<file path="config.mk">
export PLATFORM = sky130hd
export DESIGN_NAME = nps_host
export DESIGN_NICKNAME = d
export VERILOG_FILES = /design/src/pkg/nps_pkg.sv /design/src/hw/nps_host.sv
export SDC_FILE = /design/constraint.sdc
export NUM_CORES = 1
export LEC_CHECK = 0
export BUFFER_PORTS_ARGS = -buffer_cell sky130_fd_sc_hd__buf_2
export CORE_MARGIN = 2
export CORE_UTILIZATION = 56
export CTS_CLUSTER_SIZE = 40
export DETAILED_ROUTE_END_ITERATION = 12
export PLACE_DENSITY = 0.85
export REMOVE_ABC_BUFFERS = 1
export SLEW_MARGIN = 10
export SYNTH_ARGS = -nofsm -noshare
export SYNTH_HDL_FRONTEND = slang
export SYNTH_SLANG_ARGS = --single-unit
</file>
<file path="constraint.sdc">
create_clock -name clk -period 3.21 [get_ports clk]
set_clock_uncertainty 0.05 [all_clocks]
set_input_delay 0.642 -clock clk [delete_from_list [all_inputs] [get_ports clk]]
set_output_delay 0.642 -clock clk [all_outputs]
set_load 0.01 [all_outputs]
</file>
<file path="src/pkg/nps_pkg.sv">
// Operation
// (RULE1) status read: command, three addresses, one data
// (RULE2) block number spread over three address bytes
// (RULE3) lowest block bit picks the plane
// (RULE4) byte reports lock state of addressed block
// (RULE5) bit 4 set when permanent range frozen
// (RULE6) bit 3 clear when block permanently protected
// (RULE7) bit 2 clear when block volatile locked
// (RULE8) bits 1:0 complementary volatile freeze pair
// (RULE9) ready/busy valid within 100 us
// (RULE10) reset is first command after power-up
// (RULE11) power-up reset loads internal configuration
// (RULE12) power-up reset busy at most 2 ms
// (RULE13) only read status allowed while reset busy
// (RULE14) shared enable needs enhanced read status
// (RULE15) after reset device sits in read setup
// (RULE16) hold write protect low during power-up
// (RULE17) ready/busy low during internal operations
// (RULE18) ready/busy only pulls low, wired-or
// (RULE19) reset while ready busy at most 5 us
// (RULE20) status byte taken with one read strobe
package nps_pkg;

  // ----------------------------------------
  // device commands
  // ----------------------------------------
  localparam logic [7:0] CMD_RESET      = 8'hff;
  localparam logic [7:0] CMD_PROT_READ  = 8'h7a;

  // ----------------------------------------
  // controller registers (byte addresses)
  // ----------------------------------------
  localparam logic [3:0] A_CTRL   = 4'h0;
  localparam logic [3:0] A_BLOCK  = 4'h4;
  localparam logic [3:0] A_STATUS = 4'h8;
  localparam logic [3:0] A_LOCK   = 4'hc;

  localparam int CTRL_GO   = 0;
  localparam int CTRL_RST  = 1;
  localparam int CTRL_WP   = 2;
  localparam int STAT_BUSY = 0;
  localparam int STAT_INIT = 1;
  localparam int STAT_TMO  = 2;
  localparam int STAT_RB   = 3;
  localparam int BLK_W     = 12;

  localparam logic [BLK_W-1:0] BLOCK_RST = 12'h000;
  localparam logic [7:0]       LOCK_RST  = 8'h00;

  // ----------------------------------------
  // timing
  // ----------------------------------------
  localparam int CNT_W         = 17;
  localparam int CLK_NS        = 25;
  localparam int T_RB_VALID_US = 100;
  localparam int T_PWR_RST_MS  = 2;
  localparam int T_RDY_RST_US  = 5;
  localparam int T_WB_NS       = 100;
  localparam int T_WHR_NS      = 60;
  localparam int T_RHW_NS      = 100;

  localparam int RB_VALID_CYC = (T_RB_VALID_US * 1000 + CLK_NS - 1) / CLK_NS;
  localparam int PWR_RST_CYC_DEF = (T_PWR_RST_MS * 1000000 + CLK_NS - 1) / CLK_NS;
  localparam int RDY_RST_CYC  = (T_RDY_RST_US * 1000 + CLK_NS - 1) / CLK_NS;
  localparam int WB_CYC       = (T_WB_NS + CLK_NS - 1) / CLK_NS + 2;
  localparam int WHR_CYC      = (T_WHR_NS + CLK_NS - 1) / CLK_NS;
  localparam int RHW_CYC      = (T_RHW_NS + CLK_NS - 1) / CLK_NS;
  localparam int RE_LOW_CYC   = 4;
  localparam int WR_PH_LAST   = 3;

  // ----------------------------------------
  // sequencer states
  // ----------------------------------------
  typedef enum logic [7:0] {
    S_PWR  = 8'h01,
    S_IDLE = 8'h02,
    S_CMD  = 8'h04,
    S_ADDR = 8'h08,
    S_TURN = 8'h10,
    S_READ = 8'h20,
    S_WB   = 8'h40,
    S_BUSY = 8'h80
  } nps_state_t;

endpackage

</file>
<file path="src/hw/nps_host.sv">
`timescale 1ns/1ps
module nps_host import nps_pkg::*; #(
  parameter int unsigned PWR_RST_CYC = PWR_RST_CYC_DEF
) (
  // clock and reset
  input  wire logic       clk,
  input  wire logic       rst_b,
  // register port
  input  wire logic [3:0]  addr,
  input  wire logic [31:0] wdata,
  input  wire logic        wr_stb,
  input  wire logic        rd_stb,
  output logic      [31:0] rdata,
  // flash pins
  output logic             cle,
  output logic             ale,
  output logic             ce_b,
  output logic             we_b,
  output logic             re_b,
  output logic             wp_b,
  output logic      [7:0]  io_out,
  output logic             io_oe,
  input  wire logic [7:0]  io_in,
  input  wire logic        ready_busy_in
);

  typedef struct packed {
    nps_state_t       state;
    logic [CNT_W-1:0] cnt;
    logic [CNT_W-1:0] lim;
    logic [1:0]       idx;
    logic             cmd_rd;
    logic             init_done;
    logic             timeout;
    logic             wp_rel;
    logic [BLK_W-1:0] blk;
    logic [7:0]       lock;
    logic [31:0]      rdata;
    logic             cle;
    logic             ale;
    logic             ce_b;
    logic             we_b;
    logic             re_b;
    logic             wp_b;
    logic [7:0]       io_out;
    logic             io_oe;
    logic             rb_s1;
    logic             rb_s2;
    logic [7:0]       io_s1;
    logic [7:0]       io_s2;
  } nps_regs_t;

  nps_regs_t r_r;
  nps_regs_t r_nxt;

  // ----------------------------------------
  // start of a command phase
  // ----------------------------------------
  function automatic nps_regs_t go_cmd(nps_regs_t s, logic [7:0] b, logic rd,
                                       logic [CNT_W-1:0] lim);
    nps_regs_t t;
    t         = s;
    t.state   = S_CMD;
    t.cnt     = '0;
    t.cle     = 1'b1;
    t.ce_b    = 1'b0;
    t.we_b    = 1'b1;
    t.io_out  = b;
    t.io_oe   = 1'b1;
    t.cmd_rd  = rd;
    t.lim     = lim;
    t.timeout = 1'b0;
    return t;
  endfunction

  // ----------------------------------------
  // next state
  // ----------------------------------------
  always_comb begin
    r_nxt       = r_r;
    r_nxt.rb_s1 = ready_busy_in;
    r_nxt.rb_s2 = r_r.rb_s1;
    r_nxt.io_s1 = io_in;
    r_nxt.io_s2 = r_r.io_s1;
    r_nxt.cnt   = r_r.cnt + CNT_W'(1);
    r_nxt.rdata = 32'h0;

    if (wr_stb) begin
      if (addr == A_CTRL) begin
        r_nxt.wp_rel = wdata[CTRL_WP];
      end else if (addr == A_BLOCK) begin
        r_nxt.blk = wdata[BLK_W-1:0];
      end
    end

    if (rd_stb) begin
      if (addr == A_CTRL) begin
        r_nxt.rdata[CTRL_WP] = r_r.wp_rel;
      end else if (addr == A_BLOCK) begin
        r_nxt.rdata[BLK_W-1:0] = r_r.blk;
      end else if (addr == A_STATUS) begin
        r_nxt.rdata[STAT_BUSY] = (r_r.state != S_IDLE);
        r_nxt.rdata[STAT_INIT] = r_r.init_done;
        r_nxt.rdata[STAT_TMO]  = r_r.timeout;
        r_nxt.rdata[STAT_RB]   = r_r.rb_s2;
      end else if (addr == A_LOCK) begin
        r_nxt.rdata[7:0] = r_r.lock;
      end
    end

    case (r_r.state)
      S_PWR: begin
        // wait until ready/busy is trustworthy, then reset first
        if (r_r.cnt == CNT_W'(RB_VALID_CYC - 1)) begin
          r_nxt = go_cmd(r_nxt, CMD_RESET, 1'b0, CNT_W'(PWR_RST_CYC)); // RULE10
        end
      end
      S_IDLE: begin
        if (wr_stb && addr == A_CTRL) begin
          if (wdata[CTRL_GO] && r_r.init_done) begin
            r_nxt = go_cmd(r_nxt, CMD_PROT_READ, 1'b1, '0); // RULE1
          end else if (wdata[CTRL_RST]) begin
            // a reset on a ready part is short; an unfinished init gets the long bound
            r_nxt = go_cmd(r_nxt, CMD_RESET, 1'b0,
                           r_r.init_done ? CNT_W'(RDY_RST_CYC) : CNT_W'(PWR_RST_CYC));
          end
        end
      end
      S_CMD: begin
        r_nxt.we_b = !(r_r.cnt == '0 || r_r.cnt == CNT_W'(1));
        if (r_r.cnt == CNT_W'(WR_PH_LAST)) begin
          r_nxt.cle = 1'b0;
          r_nxt.cnt = '0;
          if (r_r.cmd_rd) begin
            r_nxt.state  = S_ADDR;
            r_nxt.ale    = 1'b1;
            r_nxt.idx    = 2'd0;
            r_nxt.io_out = {r_r.blk[1:0], 6'h00}; // RULE2
          end else begin
            r_nxt.state = S_WB;
            r_nxt.io_oe = 1'b0;
          end
        end
      end
      S_ADDR: begin
        r_nxt.we_b = !(r_r.cnt == '0 || r_r.cnt == CNT_W'(1));
        if (r_r.cnt == CNT_W'(WR_PH_LAST)) begin
          r_nxt.cnt = '0;
          if (r_r.idx == 2'd2) begin
            r_nxt.state = S_TURN; // RULE1
            r_nxt.ale   = 1'b0;
            r_nxt.io_oe = 1'b0;
          end else begin
            r_nxt.idx = r_r.idx + 2'd1;
            if (r_r.idx == 2'd0) begin
              r_nxt.io_out = r_r.blk[9:2]; // RULE2
            end else begin
              r_nxt.io_out = {6'h00, r_r.blk[11:10]}; // RULE2
            end
          end
        end
      end
      S_TURN: begin
        if (r_r.cnt == CNT_W'(WHR_CYC - 1)) begin
          r_nxt.state = S_READ;
          r_nxt.cnt   = '0;
          r_nxt.re_b  = 1'b0;
        end
      end
      S_READ: begin
        // strobe held long enough for the pin data to clear the synchroniser
        if (r_r.cnt == CNT_W'(RE_LOW_CYC - 1)) begin
          r_nxt.re_b = 1'b1; // RULE20
          r_nxt.lock = r_r.io_s2; // RULE4
        end
        if (r_r.cnt == CNT_W'(RE_LOW_CYC + RHW_CYC - 1)) begin
          r_nxt.state = S_IDLE;
          r_nxt.ce_b  = 1'b1;
        end
      end
      S_WB: begin
        // device needs a moment before busy shows on the pin
        if (r_r.cnt == CNT_W'(WB_CYC - 1)) begin
          r_nxt.state = S_BUSY;
          r_nxt.cnt   = '0;
        end
      end
      S_BUSY: begin
        // single target: completion is watched on ready/busy alone, no commands sent
        if (r_r.rb_s2) begin // RULE13 RULE14
          r_nxt.state     = S_IDLE;
          r_nxt.ce_b      = 1'b1;
          r_nxt.init_done = 1'b1;
        end else if (r_r.cnt == r_r.lim) begin
          r_nxt.state   = S_IDLE;
          r_nxt.ce_b    = 1'b1;
          r_nxt.timeout = 1'b1;
        end
      end
      default: begin
        r_nxt.state = S_IDLE;
      end
    endcase

    r_nxt.wp_b = r_nxt.init_done & r_nxt.wp_rel; // RULE16
  end

  always_ff @(posedge clk or negedge rst_b) begin
    if (!rst_b) begin
      r_r       <= '0;
      r_r.state <= S_PWR;
      r_r.ce_b  <= 1'b1;
      r_r.we_b  <= 1'b1;
      r_r.re_b  <= 1'b1;
      r_r.blk   <= BLOCK_RST;
      r_r.lock  <= LOCK_RST;
    end else begin
      r_r <= r_nxt;
    end
  end

  assign rdata  = r_r.rdata;
  assign cle    = r_r.cle;
  assign ale    = r_r.ale;
  assign ce_b   = r_r.ce_b;
  assign we_b   = r_r.we_b;
  assign re_b   = r_r.re_b;
  assign wp_b   = r_r.wp_b;
  assign io_out = r_r.io_out;
  assign io_oe  = r_r.io_oe;
endmodule

</file>
# ---- Word level (Yosys, flattened, before mapping)
# Index checks and enable logic that the tools add are counted.
dict set report op_classes {
  n_eq_ne 36
  div_mod_pow 0
  n_bitwise 3
  reduce_logical 28
  n_shift 0
  n_mux 69
  add_sub_neg 2
  order_cmp 0
  multipliers 0
}
# cell n
set op_table {}
lappend op_table {{133-bit 2-to-1 mux} 4}
lappend op_table {{8-bit 2-to-1 mux} 14}
lappend op_table {{17-bit case mux with 6 select lines} 1}
lappend op_table {{25-bit 2-to-1 mux} 4}
lappend op_table {{32-bit case mux with 2 select lines} 1}
lappend op_table {{8-bit case mux with 8 select lines} 1}
lappend op_table {{12-bit 2-to-1 mux} 3}
lappend op_table {{18-bit case mux with 2 select lines} 1}
lappend op_table {{9-bit case mux with 4 select lines} 1}
lappend op_table {{17-bit by 2-bit == test with 1-bit output, second input constant} 2}
lappend op_table {{17-bit by 3-bit == test with 1-bit output, second input constant} 2}
lappend op_table {{17-bit case mux with 2 select lines} 1}
lappend op_table {{2-bit != test, second input constant} 14}
lappend op_table {{9-bit 2-to-1 mux} 3}
lappend op_table {{13-bit case mux with 2 select lines} 1}
lappend op_table {{8-bit case mux with 3 select lines} 1}
lappend op_table {{17-bit by 1-bit adder with 17-bit output, second input constant} 1}
lappend op_table {{17-bit by 1-bit == test with 1-bit output, second input constant} 1}
lappend op_table {{17-bit by 12-bit == test with 1-bit output, second input constant} 1}
lappend op_table {{17-bit == test} 1}
lappend op_table {{17-bit logical NOT} 1}
lappend op_table {{17-bit 2-to-1 mux} 1}
lappend op_table {{8-bit AND reduction} 2}
lappend op_table {{7-bit AND reduction} 2}
lappend op_table {{39 further kinds} 74}
dict set report totals {
  input_bits 49
  memories 0
  rom_bits 0
  ramBits 0
  wordCells 161
  latchBits 0
  out_inout_bits 47
  regBits 133
}

# ---- Logic depth before layout (Yosys ltp)
# Gate-level depths: netlist of run 1.
dict set report logic_depth {
  ltp_word 15
  mapped_depth 8
  ltp_nobuf 7
}

# ---- Worst setup path before layout of run 1
# No wires, ideal clock.
dict set report synth_path {
  path_kind {input -> register}
  startpoint {input port addr[1]}
  endpoint {register r_r (netlist bit io_out[0])}
  slack_ps 497
  path_buffers 0
  path_stages 5
  arrival_ps 2538
  required_ps 3035
  setup_time_ps 125
  path_cell_list {or4b_1 -> o311ai_0 -> nand3_1 -> nor4_4 -> mux2_2}
}
dict set report synth_via {
  elab_chain_cells 4
}
# item line
set synth_lines {}
lappend synth_lines {{start, declared} nps_host.sv:9} ;# input wire logic [3:0] addr,
lappend synth_lines {{4-bit logical NOT} nps_host.sv:119} ;# if (wr_stb && addr == A_CTRL) begin
lappend synth_lines {{1-bit logical AND} nps_host.sv:119}
lappend synth_lines {{2-bit != test (no line)} --}
lappend synth_lines {{8-bit AND reduction (no line)} --}
lappend synth_lines {{end signal, assigned} nps_host.sv:218} ;# r_r <= r_nxt;
lappend synth_lines {{end, declared} nps_host.sv:53} ;# nps_regs_t r_r;
# Every way passes these cells.
# A chain may end at the register's enable or synchronous reset.

==> results.json, run 1 <==
{
  "grt_use_total_pct": 22.5,
  "clock-root-buffer": "clkbuf_8",
  "rsz0062_at_grt": "false",
  "hold_class": "primary input to asynchronous set/reset pin",
  "crit_path_start_kind": "register",
  "clk_latency_ns": 0.38,
  "p_comb_share_pct": 20.4,
  "synth_area_sq_um": 4980,
  "ys_warn_count": 0,
  "cellInternalPower_w": 0.00190,
  "hpwlAfterDp_um": 7690,
  "core-area_sq_um": 8680,
  "power_frac_clock_pct": 27.9,
  "crit_type": "register to register",
  "worst_slew_pin_slew_ns": 1.29,
  "fin_util_pct": 61.8,
  "layout.nets": 559,
  "final_cell_mix": "dfrtp_1 (95), buf_2 (54), mux2_2 (34)",
  "grt_max_degree": 52,
  "dp_slack_ns": 0.154,
  "post_cts.resized_instances": 0,
  "syn_area_per_cell_sq_um": 10.6,
  "max_freq_mhz": 348,
  "cpMaxStageDelayCell": "o22ai_1",
  "via_per_inst": 5.80,
  "vias": 3566,
  "setup_viol": 0,
  "critPathBufInv": 0,
  "async_flop_share_pct": 100,
  "slowest_delay_ns": 1.08,
  "num_rows": 34,
  "htree_levels": 3,
  "drc": 0,
  "die_x_um": 98.3,
  "cp.depth": 4,
  "n_fill_cell": 699,
  "wl_um": 10500,
  "clk_pin_slew_ns": 0.11,
  "synth.distinct_cells": 59,
  "crit_path_end_kind": "register",
  "grt-ovfl-total": 0,
  "crit_chain": "nor4_1 > nand4_1 > o22ai_1 > a21boi_0",
  "endpoint": "r_r[109]$_DFF_PN0_",
  "status": "complete, no violations",
  "wl_per_cell_um": 17.0,
  "whs_ns": 0.216,
  "drv_slew": 0,
  "timing.slew.headroom_pct": 13.7,
  "r2r_slack_ns": 0.34,
  "portBuffers": 55,
  "first_pass_iters": 5,
  "synth_edf_count": 0,
  "layout-drive-gt1-share_pct": 25.0,
  "initial_core_util_pct": 57.4,
  "synth-main-ff-cell": "dfrtp_1",
  "cts_buffers": 9,
  "n_antenna_cell": 0,
  "cp.arrival_ns": 3.02,
  "post-route-period-util_pct": 89.5,
  "leakage_nw": 2.56,
  "fin_ws_ns": 0.336,
  "worstPathMaxFanout": 17,
  "cp.required_ns": 3.36,
  "pwr-share-seq_pct": 51.7,
  "area_delta_synth_final_pct": 7.58,
  "cts.path.max_buffers": 2,
  "r2r_cells": 4,
  "finalCriticalPeriod_ns": 2.87,
  "die-area_sq_um": 9670,
  "maxCapViolCount": 0,
  "power_density_nw_per_um2": 534,
  "cts_setup_buffers": 0,
  "syn_inst": 469,
  "switchingPower_w": 0.000961,
  "crit_family": "compound AO/OA/AOI/OAI gates",
  "final_common_cell": "dfrtp_1",
  "seq_area_frac_synth_pct": 49.8,
  "crit_start": "r_r[119]$_DFF_PN0_",
  "hold_buffers": 0,
  "tritoncts": "done",
  "antenna_found_initial": 0,
  "hold_viol": 0,
  "tns_ns": 0,
  "detail-route-antenna-nets": 0,
  "grt_pass1_vias": 3620,
  "grt_pass1_wl_um": 17500,
  "place_congestion": 0.895,
  "drt_iter0_markers": 242,
  "dieHeight_um": 98.3,
  "timing.rr.start": "r_r[119]$_DFF_PN0_",
  "r2r-end": "r_r[109]$_DFF_PN0_",
  "cts.sinks": 99,
  "ioPinCount": 96,
  "synth_seq_cells": 99,
  "switching_share_pct": 33.6,
  "peakVddDrop_mv": 0.255
}
[flip-flops by register name, summed over array words and instances, names as in the netlist]
| name | flops |
|---|---|
| ce_b | 1 |
| we_b | 1 |
| io_out | 8 |
| rdata | 12 |
| ale | 1 |
| io_oe | 1 |
| r_r | 72 |
| wp_b | 1 |
| re_b | 1 |
| cle | 1 |
[cell type report]
| cell class | count | area, sq um | area share [%] |
|---|---|---|---|
| clock buffer | 9 | 124 | 2.31 |
| clock inverter | 7 | 81.3 | 1.52 |
| inverter | 14 | 52.6 | 0.980 |
| multi-input combinational | 316 | 2140 | 40.0 |
| sequential | 99 | 2480 | 46.3 |
| tap | 108 | 135 | 2.52 |
| timing repair buffer | 62 | 343 | 6.39 |
[per-stage QoR]
stage / instance area, sq um / cells / power [W]
6_report: 5360 / 615 / 0.00287
5_1_grt: 5360 / 615 / 0.00302
4_1_cts: 5360 / 615 / 0.00289
3_5_place_dp: 5160 / 599 / 0.00208
3_3_place_gp: 5160 / 599 / 0.00204
2_1_floorplan: 4680 / 429 / 0.00186
[worst register-to-register path, stage by stage (launching register included)]
cell	delay (ns)
dfrtp_1	0.46
nor4_1	0.51
nand4_1	0.39
o22ai_1	1.09
a21boi_0	0.20
[cell families after synthesis]
group,synth area share (%)
fa+ha+maj,2.01
flops,49.8
other cells,0.0752
compound gates,9.46
mux,9.34
xor+xnor,3.16
buf+inv,8.61
simple gates,17.5
[metal layers]
metal	wire (um)	vias to the layer above	global-route usage (%)	part of all wire (%)
li1	-	1663	-	-
met1	4550	1750	30.1	43
met2	5170	138	36.9	49
met3	585	15	4.58	5.6
met4	173	0	7.69	1.7
met5	0	-	0	0
[cells in the mapped netlist, types with 2 or more instances]
| cell type | count | share of area, % |
|---|---|---|
| a21oi_1 | 21 | 2.1 |
| a22oi_1 | 3 | 0.45 |
| a2bb2oi_1 | 3 | 0.53 |
| a31oi_1 | 3 | 0.38 |
| and2_1 | 5 | 0.63 |
| and3_1 | 6 | 0.75 |
| buf_2 | 4 | 0.40 |
| buf_4 | 40 | 6.0 |
| clkbuf_1 | 15 | 1.1 |
| dfrtp_1 | 95 | 48 |
| dfstp_2 | 4 | 2.1 |
| ha_1 | 8 | 2.0 |
| inv_1 | 14 | 1.1 |
| mux2_2 | 34 | 7.7 |
| mux2i_1 | 6 | 1.2 |
| nand2_1 | 28 | 2.1 |
| nand2b_1 | 7 | 0.88 |
| nand3_1 | 29 | 2.9 |
| nand4_1 | 9 | 1.1 |
| nor2_1 | 26 | 2.0 |
| nor2_2 | 2 | 0.25 |
| nor2b_1 | 7 | 0.88 |
| nor3_1 | 9 | 0.90 |
| nor3b_1 | 2 | 0.30 |
| nor4_1 | 7 | 0.88 |
| nor4_4 | 2 | 0.85 |
| nor4b_1 | 2 | 0.35 |
| o211ai_1 | 4 | 0.60 |
| o21a_1 | 2 | 0.30 |
| o21ai_0 | 10 | 1.0 |
| o21bai_1 | 3 | 0.45 |
| o22ai_1 | 4 | 0.50 |
| o2bb2ai_1 | 2 | 0.35 |
| o31a_1 | 2 | 0.35 |
| o31ai_1 | 3 | 0.45 |
| or2_2 | 3 | 0.38 |
| or3_1 | 2 | 0.25 |
| or4_1 | 5 | 0.75 |
| or4b_1 | 2 | 0.40 |
| xnor2_1 | 10 | 1.8 |
| xor2_1 | 8 | 1.4 |
[worst min-delay path by stage]
stage | start | endpoint | slack (ns) | cells past startpoint
finish | rst_b | r_r[117]$_DFF_PN0_ | 0.22 | 1
global route | rst_b | r_r[8]$_DFF_PN0_ | 0.27 | 1
CTS | rst_b | r_r[117]$_DFF_PN0_ | 0.23 | 1
detailed placement | r_r[17]$_DFF_PN0_ | r_r[16]$_DFF_PN0_ | 0.28 | 0
global placement | r_r[13]$_DFF_PN0_ | r_r[5]$_DFF_PN0_ | 0.28 | 0
floorplan | r_r[8]$_DFF_PN0_ | r_r[0]$_DFF_PN0_ | 0.28 | 0
[power by group through the flow]
stage,sequential [W],combinational [W],clock [W]
floorplan,0.00147,0.000383,0
global placement,0.00150,0.000549,0
detailed placement,0.00150,0.000574,0
CTS,0.00148,0.000582,0.000826
global route,0.00150,0.000649,0.000870
finish,0.00148,0.000584,0.000800
(Power assumes the default switching activity.)
==> run 2: changes to the inputs <==
--- a/config.mk
+++ b/config.mk
@@ -10,7 +10,7 @@
 export CORE_UTILIZATION = 56
 export CTS_CLUSTER_SIZE = 40
 export DETAILED_ROUTE_END_ITERATION = 12
-export PLACE_DENSITY = 0.85
+export PLACE_DENSITY = 0.81
 export REMOVE_ABC_BUFFERS = 1
 export SLEW_MARGIN = 10
 export SYNTH_ARGS = -nofsm -noshare
==> results.json, run 2 (synthesis gave the netlist of run 1 again) <==
{
  "worst_slew_pin_slew_ns": 0.891,
  "crit_path_end_kind": "register",
  "vias": 3559,
  "grt_use_total_pct": 21.8,
  "clock-root-buffer": "clkbuf_8",
  "initial_core_util_pct": 57.4,
  "timing.rr.start": "r_r[108]$_DFF_PN0_",
  "n_fill_cell": 693,
  "n_antenna_cell": 0,
  "status": "complete, no violations",
  "wl_per_cell_um": 16.3,
  "drv_slew": 0,
  "antenna_found_initial": 0,
  "detail-route-antenna-nets": 0,
  "r2r_cells": 7,
  "worstPathMaxFanout": 7,
  "largest_reg_flops": 72,
  "clk_latency_ns": 0.37,
  "cts.path.max_buffers": 2,
  "num_rows": 34,
  "hold_class": "primary input to asynchronous set/reset pin",
  "power_density_nw_per_um2": 524,
  "via_per_inst": 5.78,
  "regMostFlops": "r_r",
  "cp.required_ns": 3.46,
  "rsz0062_at_grt": "false",
  "crit_type": "register to register",
  "grt_max_degree": 100,
  "htree_levels": 3,
  "grt_pass1_wl_um": 17000,
  "dpl_cell_area_sq_um": 5160,
  "fin_util_pct": 61.7,
  "hold_viol": 0,
  "area_delta_synth_final_pct": 7.35,
  "die_x_um": 98.3,
  "tritoncts": "done",
  "layout.nets": 560,
  "multi_input_area_sq_um": 2140,
  "tns_ns": 0,
  "max_freq_mhz": 385,
  "grt-ovfl-total": 0,
  "hpwlAfterDp_um": 7340,
  "ioPinCount": 96,
  "leakage_nw": 2.55,
  "drc": 0,
  "core-area_sq_um": 8680,
  "wl_um": 10000,
  "final_common_cell": "dfrtp_1",
  "clk_pin_slew_ns": 0.10,
  "dp_slack_ns": 0.254,
  "drt_iter0_markers": 295,
  "final_cell_mix": "dfrtp_1 (95), buf_2 (54), mux2_2 (34)",
  "grt_pass1_vias": 3510,
  "cp.arrival_ns": 2.85,
  "place_congestion": 0.904,
  "final-seq-area_sq_um": 2480,
  "layout-drive-gt1-share_pct": 25.0,
  "dieHeight_um": 98.3,
  "peakVddDrop_mv": 0.305,
  "first_pass_iters": 5,
  "timing.slew.headroom_pct": 40.3,
  "setup_viol": 0,
  "r2r-end": "we_b$_DFFE_PN1P_",
  "cts_buffers": 9,
  "hold_buffers": 0,
  "finish.instance_area_sq_um": 5350,
  "post-route-period-util_pct": 80.8,
  "maxCapViolCount": 0,
  "cts_setup_buffers": 0,
  "finalCriticalPeriod_ns": 2.59,
  "die-area_sq_um": 9670,
  "post_cts.resized_instances": 0,
  "fin_ws_ns": 0.616,
  "portBuffers": 55,
  "finalPower_w": 0.00280,
  "r2r_slack_ns": 0.62,
  "cts.sinks": 99,
  "crit_path_start_kind": "register"
}
==> run 2: cell types whose count changed in the layout (fill, tap and decap cells not counted), sizes merged <==
| cell | change |
|---|---|
| clkinv | -2 |
| clkbuf | +1 |
| clkinvlp | +1 |
| buf | +1 |
==> run 2: final cells by class <==
| type | count | share of cell area, % |
|---|---|---|
| Sequential cell | 99 | 46.4 |
| Multi-Input combinational cell | 316 | 40.1 |
| Timing Repair Buffer | 63 | 6.55 |
| Tap cell | 108 | 2.53 |
| Clock buffer | 10 | 2.38 |
| Clock inverter | 6 | 1.10 |
| Inverter | 14 | 0.982 |
==> run 2: layer usage <==
metal	routed length [um]	track usage, %
met3	505	3.65
met1	4420	29.9
met5	0	0
met2	4940	35.2
met4	165	7.80
==> run 2: worst max-delay path by stage <==
stage	from	to
2_1_floorplan	addr[1]	io_out[0]$_DFFE_PN0P_
3_3_place_gp	addr[1]	we_b$_DFFE_PN1P_
3_5_place_dp	addr[1]	we_b$_DFFE_PN1P_
4_1_cts	r_r[108]$_DFF_PN0_	we_b$_DFFE_PN1P_
5_1_grt	r_r[108]$_DFF_PN0_	we_b$_DFFE_PN1P_
6_report	r_r[108]$_DFF_PN0_	we_b$_DFFE_PN1P_
==> run 2: critical path: stages, from the launching register on <==
cell and delay [ns]:
dfrtp_1 0.49, ha_1 0.24, nand4_1 0.29, nor4_4 0.45, nor2_2 0.11, nor4b_1 0.40, buf_4 0.19, mux2_2 0.32
==> run 2: report_power, final <==
group	internal [W]	switching, W
Clock	0.000297	0.000454
Combinational	0.000240	0.000333
Sequential	0.00135	0.000125
==> run 2: stage by stage <==
step,hold slack [ns],cells
after floorplan,0.281,429
after global placement,0.282,600
after detailed placement,0.285,600
after CTS,0.283,616
after global routing,0.306,616
final,0.258,616
==> run 3: changes to the inputs <==
--- a/config.mk
+++ b/config.mk
@@ -7,10 +7,10 @@
 export LEC_CHECK = 0
 export BUFFER_PORTS_ARGS = -buffer_cell sky130_fd_sc_hd__buf_2
 export CORE_MARGIN = 2
-export CORE_UTILIZATION = 56
+export CORE_UTILIZATION = 50
 export CTS_CLUSTER_SIZE = 40
 export DETAILED_ROUTE_END_ITERATION = 12
-export PLACE_DENSITY = 0.81
+export PLACE_DENSITY = 0.76
 export REMOVE_ABC_BUFFERS = 1
 export SLEW_MARGIN = 10
 export SYNTH_ARGS = -nofsm -noshare
==> constraint.sdc (replaced) <==
create_clock -name clk -period 2.15 [get_ports clk]
set_clock_uncertainty 0.05 [all_clocks]
set_input_delay 0.43 -clock clk [delete_from_list [all_inputs] [get_ports clk]]
set_output_delay 0.43 -clock clk [all_outputs]
set_load 0.01 [all_outputs]
==> results.json, run 3 (synthesis gave the netlist of run 1 again) <==
{
  "status": "finished, violations left",
  "violations": "negative setup slack",
  "detail-route-antenna-nets": 0,
  "switchingPower_w": 0.00157,
  "finish.instance_area_sq_um": 6260,
  "timing.slew.headroom_pct": 65.0,
  "fin_ws_ns": -0.193,
  "dp_slack_ns": -0.629,
  "num_rows": 36,
  "top_usage_layer": "met2",
  "crit_path_start_kind": "register",
  "slowest_delay_ns": 0.56,
  "grt_pass1_vias": 3894,
  "hold_class": "primary input to register",
  "grt_use_total_pct": 22.7,
  "switching_share_pct": 32.3,
  "hold_viol": 0,
  "setup_viol": 37,
  "cts.path.max_buffers": 2,
  "clk_latency_ns": 0.37,
  "met1_usage_pct": 30.1,
  "cp.arrival_ns": 2.58,
  "worstPathMaxFanout": 5,
  "multi_input_area_sq_um": 2400,
  "finalCriticalPeriod_ns": 2.34,
  "drc": 0,
  "crit_family": "simple AND/OR/NAND/NOR gates",
  "grt_use_met2_pct": 37.3,
  "whs_ns": 0.100,
  "final_common_cell": "dfrtp_1",
  "cts.sinks": 99,
  "placedCellCount": 683,
  "via_per_inst": 5.47,
  "max_freq_mhz": 427,
  "tritoncts": "done",
  "critPathBufInv": 2,
  "wl_per_cell_um": 16.8,
  "drt_iter0_markers": 263,
  "antenna_found_initial": 0,
  "cellInternalPower_w": 0.00329,
  "crit_chain": "or4_4 > or3_4 > o22ai_4 > nor3_4 > buf_6 > buf_12 > a21oi_2",
  "dpl_cell_area_sq_um": 5670,
  "dieHeight_um": 104,
  "grt_max_degree": 39,
  "largest_reg_flops": 72,
  "die-area_sq_um": 10800,
  "post-route-period-util_pct": 109,
  "crit_type": "register to register",
  "hold_start": "io_in[7]",
  "grt_pass1_wl_um": 19700,
  "power_frac_clock_pct": 25.8,
  "die_x_um": 104,
  "p_comb_share_pct": 29.8,
  "peakVddDrop_mv": 0.421,
  "cpMaxStageDelayCell": "or4_4",
  "portBuffers": 55,
  "leakage_nw": 2.99,
  "power_density_nw_per_um2": 777,
  "layout.nets": 629,
  "drv_slew": 0,
  "worst_slew_pin_slew_ns": 0.524,
  "cp.required_ns": 2.39,
  "pwr-share-seq_pct": 44.4,
  "timing.rr.start": "r_r[129]$_DFFE_PN0P_",
  "ioPinCount": 96,
  "initial_core_util_pct": 51.2,
  "first_pass_iters": 4,
  "area_delta_synth_final_pct": 25.6,
  "rsz0062_at_grt": "true",
  "clk_pin_slew_ns": 0.10,
  "finalNonFillerCells": 710,
  "final_cell_mix": "dfrtp_1 (95), buf_4 (67), buf_2 (54)",
  "place_congestion": 0.897,
  "grt_use_met3_pct": 3.96,
  "n_fill_cell": 759,
  "layout-drive-gt1-share_pct": 40.0,
  "n_antenna_cell": 0,
  "wl_um": 11900,
  "crit_path_end_kind": "register",
  "hpwlAfterDp_um": 8370,
  "clock-root-buffer": "clkbuf_8",
  "grt-ovfl-total": 0,
  "htree_levels": 3,
  "final-seq-area_sq_um": 2480,
  "fin_util_pct": 64.4,
  "cts_buffers": 9,
  "regMostFlops": "r_r",
  "maxCapViolCount": 0,
  "core-area_sq_um": 9730,
  "vias": 3886,
  "crit_start": "r_r[129]$_DFFE_PN0P_"
}
[run 3: changes by cell type in the layout (fill, tap and decap cells not counted), moves of 3 or more]
cell	change
buf_12	+3
nor4_2	+3
mux2_4	+9
mux2_2	-9
a21oi_2	+14
buf_4	+59
a21oi_1	-16
buf_6	+5
nor4_1	-4
[run 3: cell type report]
cell class / count / share of cell area, %
inverters: 14 / 0.839
clock buffers: 10 / 2.04
clock inverters: 6 / 1.34
flip-flops and latches: 99 / 39.6
multi-input cells: 316 / 38.4
well taps: 133 / 2.66
repair buffers: 132 / 15.1
[run 3: what timing repair did]
| action | in CTS | in global routing |
|---|---|---|
| pin swaps | 21 | 12 |
| setup endpoints to repair | 42 | 44 |
| hold buffers | 1 | 0 |
| resized for setup | 45 | 19 |
| hold endpoints to repair | 33 | 0 |
| cloned | 2 | 0 |
| buffers inserted | 9 | 1 |
[run 3: power by group through the flow]
stage / Clock (W) / Sequential, W / Combinational (W)
after detailed placement: 0 / 0.00219 / 0.00115
after floorplan: 0 / 0.00220 / 0.000571
after global placement: 0 / 0.00219 / 0.00112
final: 0.00126 / 0.00216 / 0.00145
after CTS: 0.00128 / 0.00215 / 0.00142
after global routing: 0.00137 / 0.00218 / 0.00157
[run 3: path summary, 6_finish.rpt]
kind                                        end  slack, ns  cells after the start
min in group asynchronous    r_r[119]$_DFF_PN0_       0.54                      2
max in group asynchronous  r_r[125]$_DFFE_PN1P_       0.87                      3
hold reg to reg               r_r[16]$_DFF_PN0_       0.31                      0
setup reg to reg             r_r[118]$_DFF_PN0_      -0.19                      7
setup / recovery             r_r[118]$_DFF_PN0_      -0.19                      7
hold / removal                r_r[15]$_DFF_PN0_       0.10                      1
[run 3: per-layer routing]
layer	wire [um]	vias to the layer above
met3	613	22
met1	5140	1923
met4	256	0
met2	5930	124
met5	0	-
li1	-	1817
[run 3: worst register-to-register path, stage by stage (launching register included)]
cell and delay, ns:
dfrtp_1 0.44, or4_4 0.56, or3_4 0.41, o22ai_4 0.26, nor3_4 0.08, buf_6 0.15, buf_12 0.13, a21oi_2 0.17
[run 3: metrics by stage]
step           power [W]  setup TNS, ns
6_report         0.00487          -3.85
5_1_grt          0.00512          -6.46
4_1_cts          0.00485          -4.00
3_5_place_dp     0.00334         -10.87
3_3_place_gp     0.00331         -10.04
2_1_floorplan    0.00277          -6.67
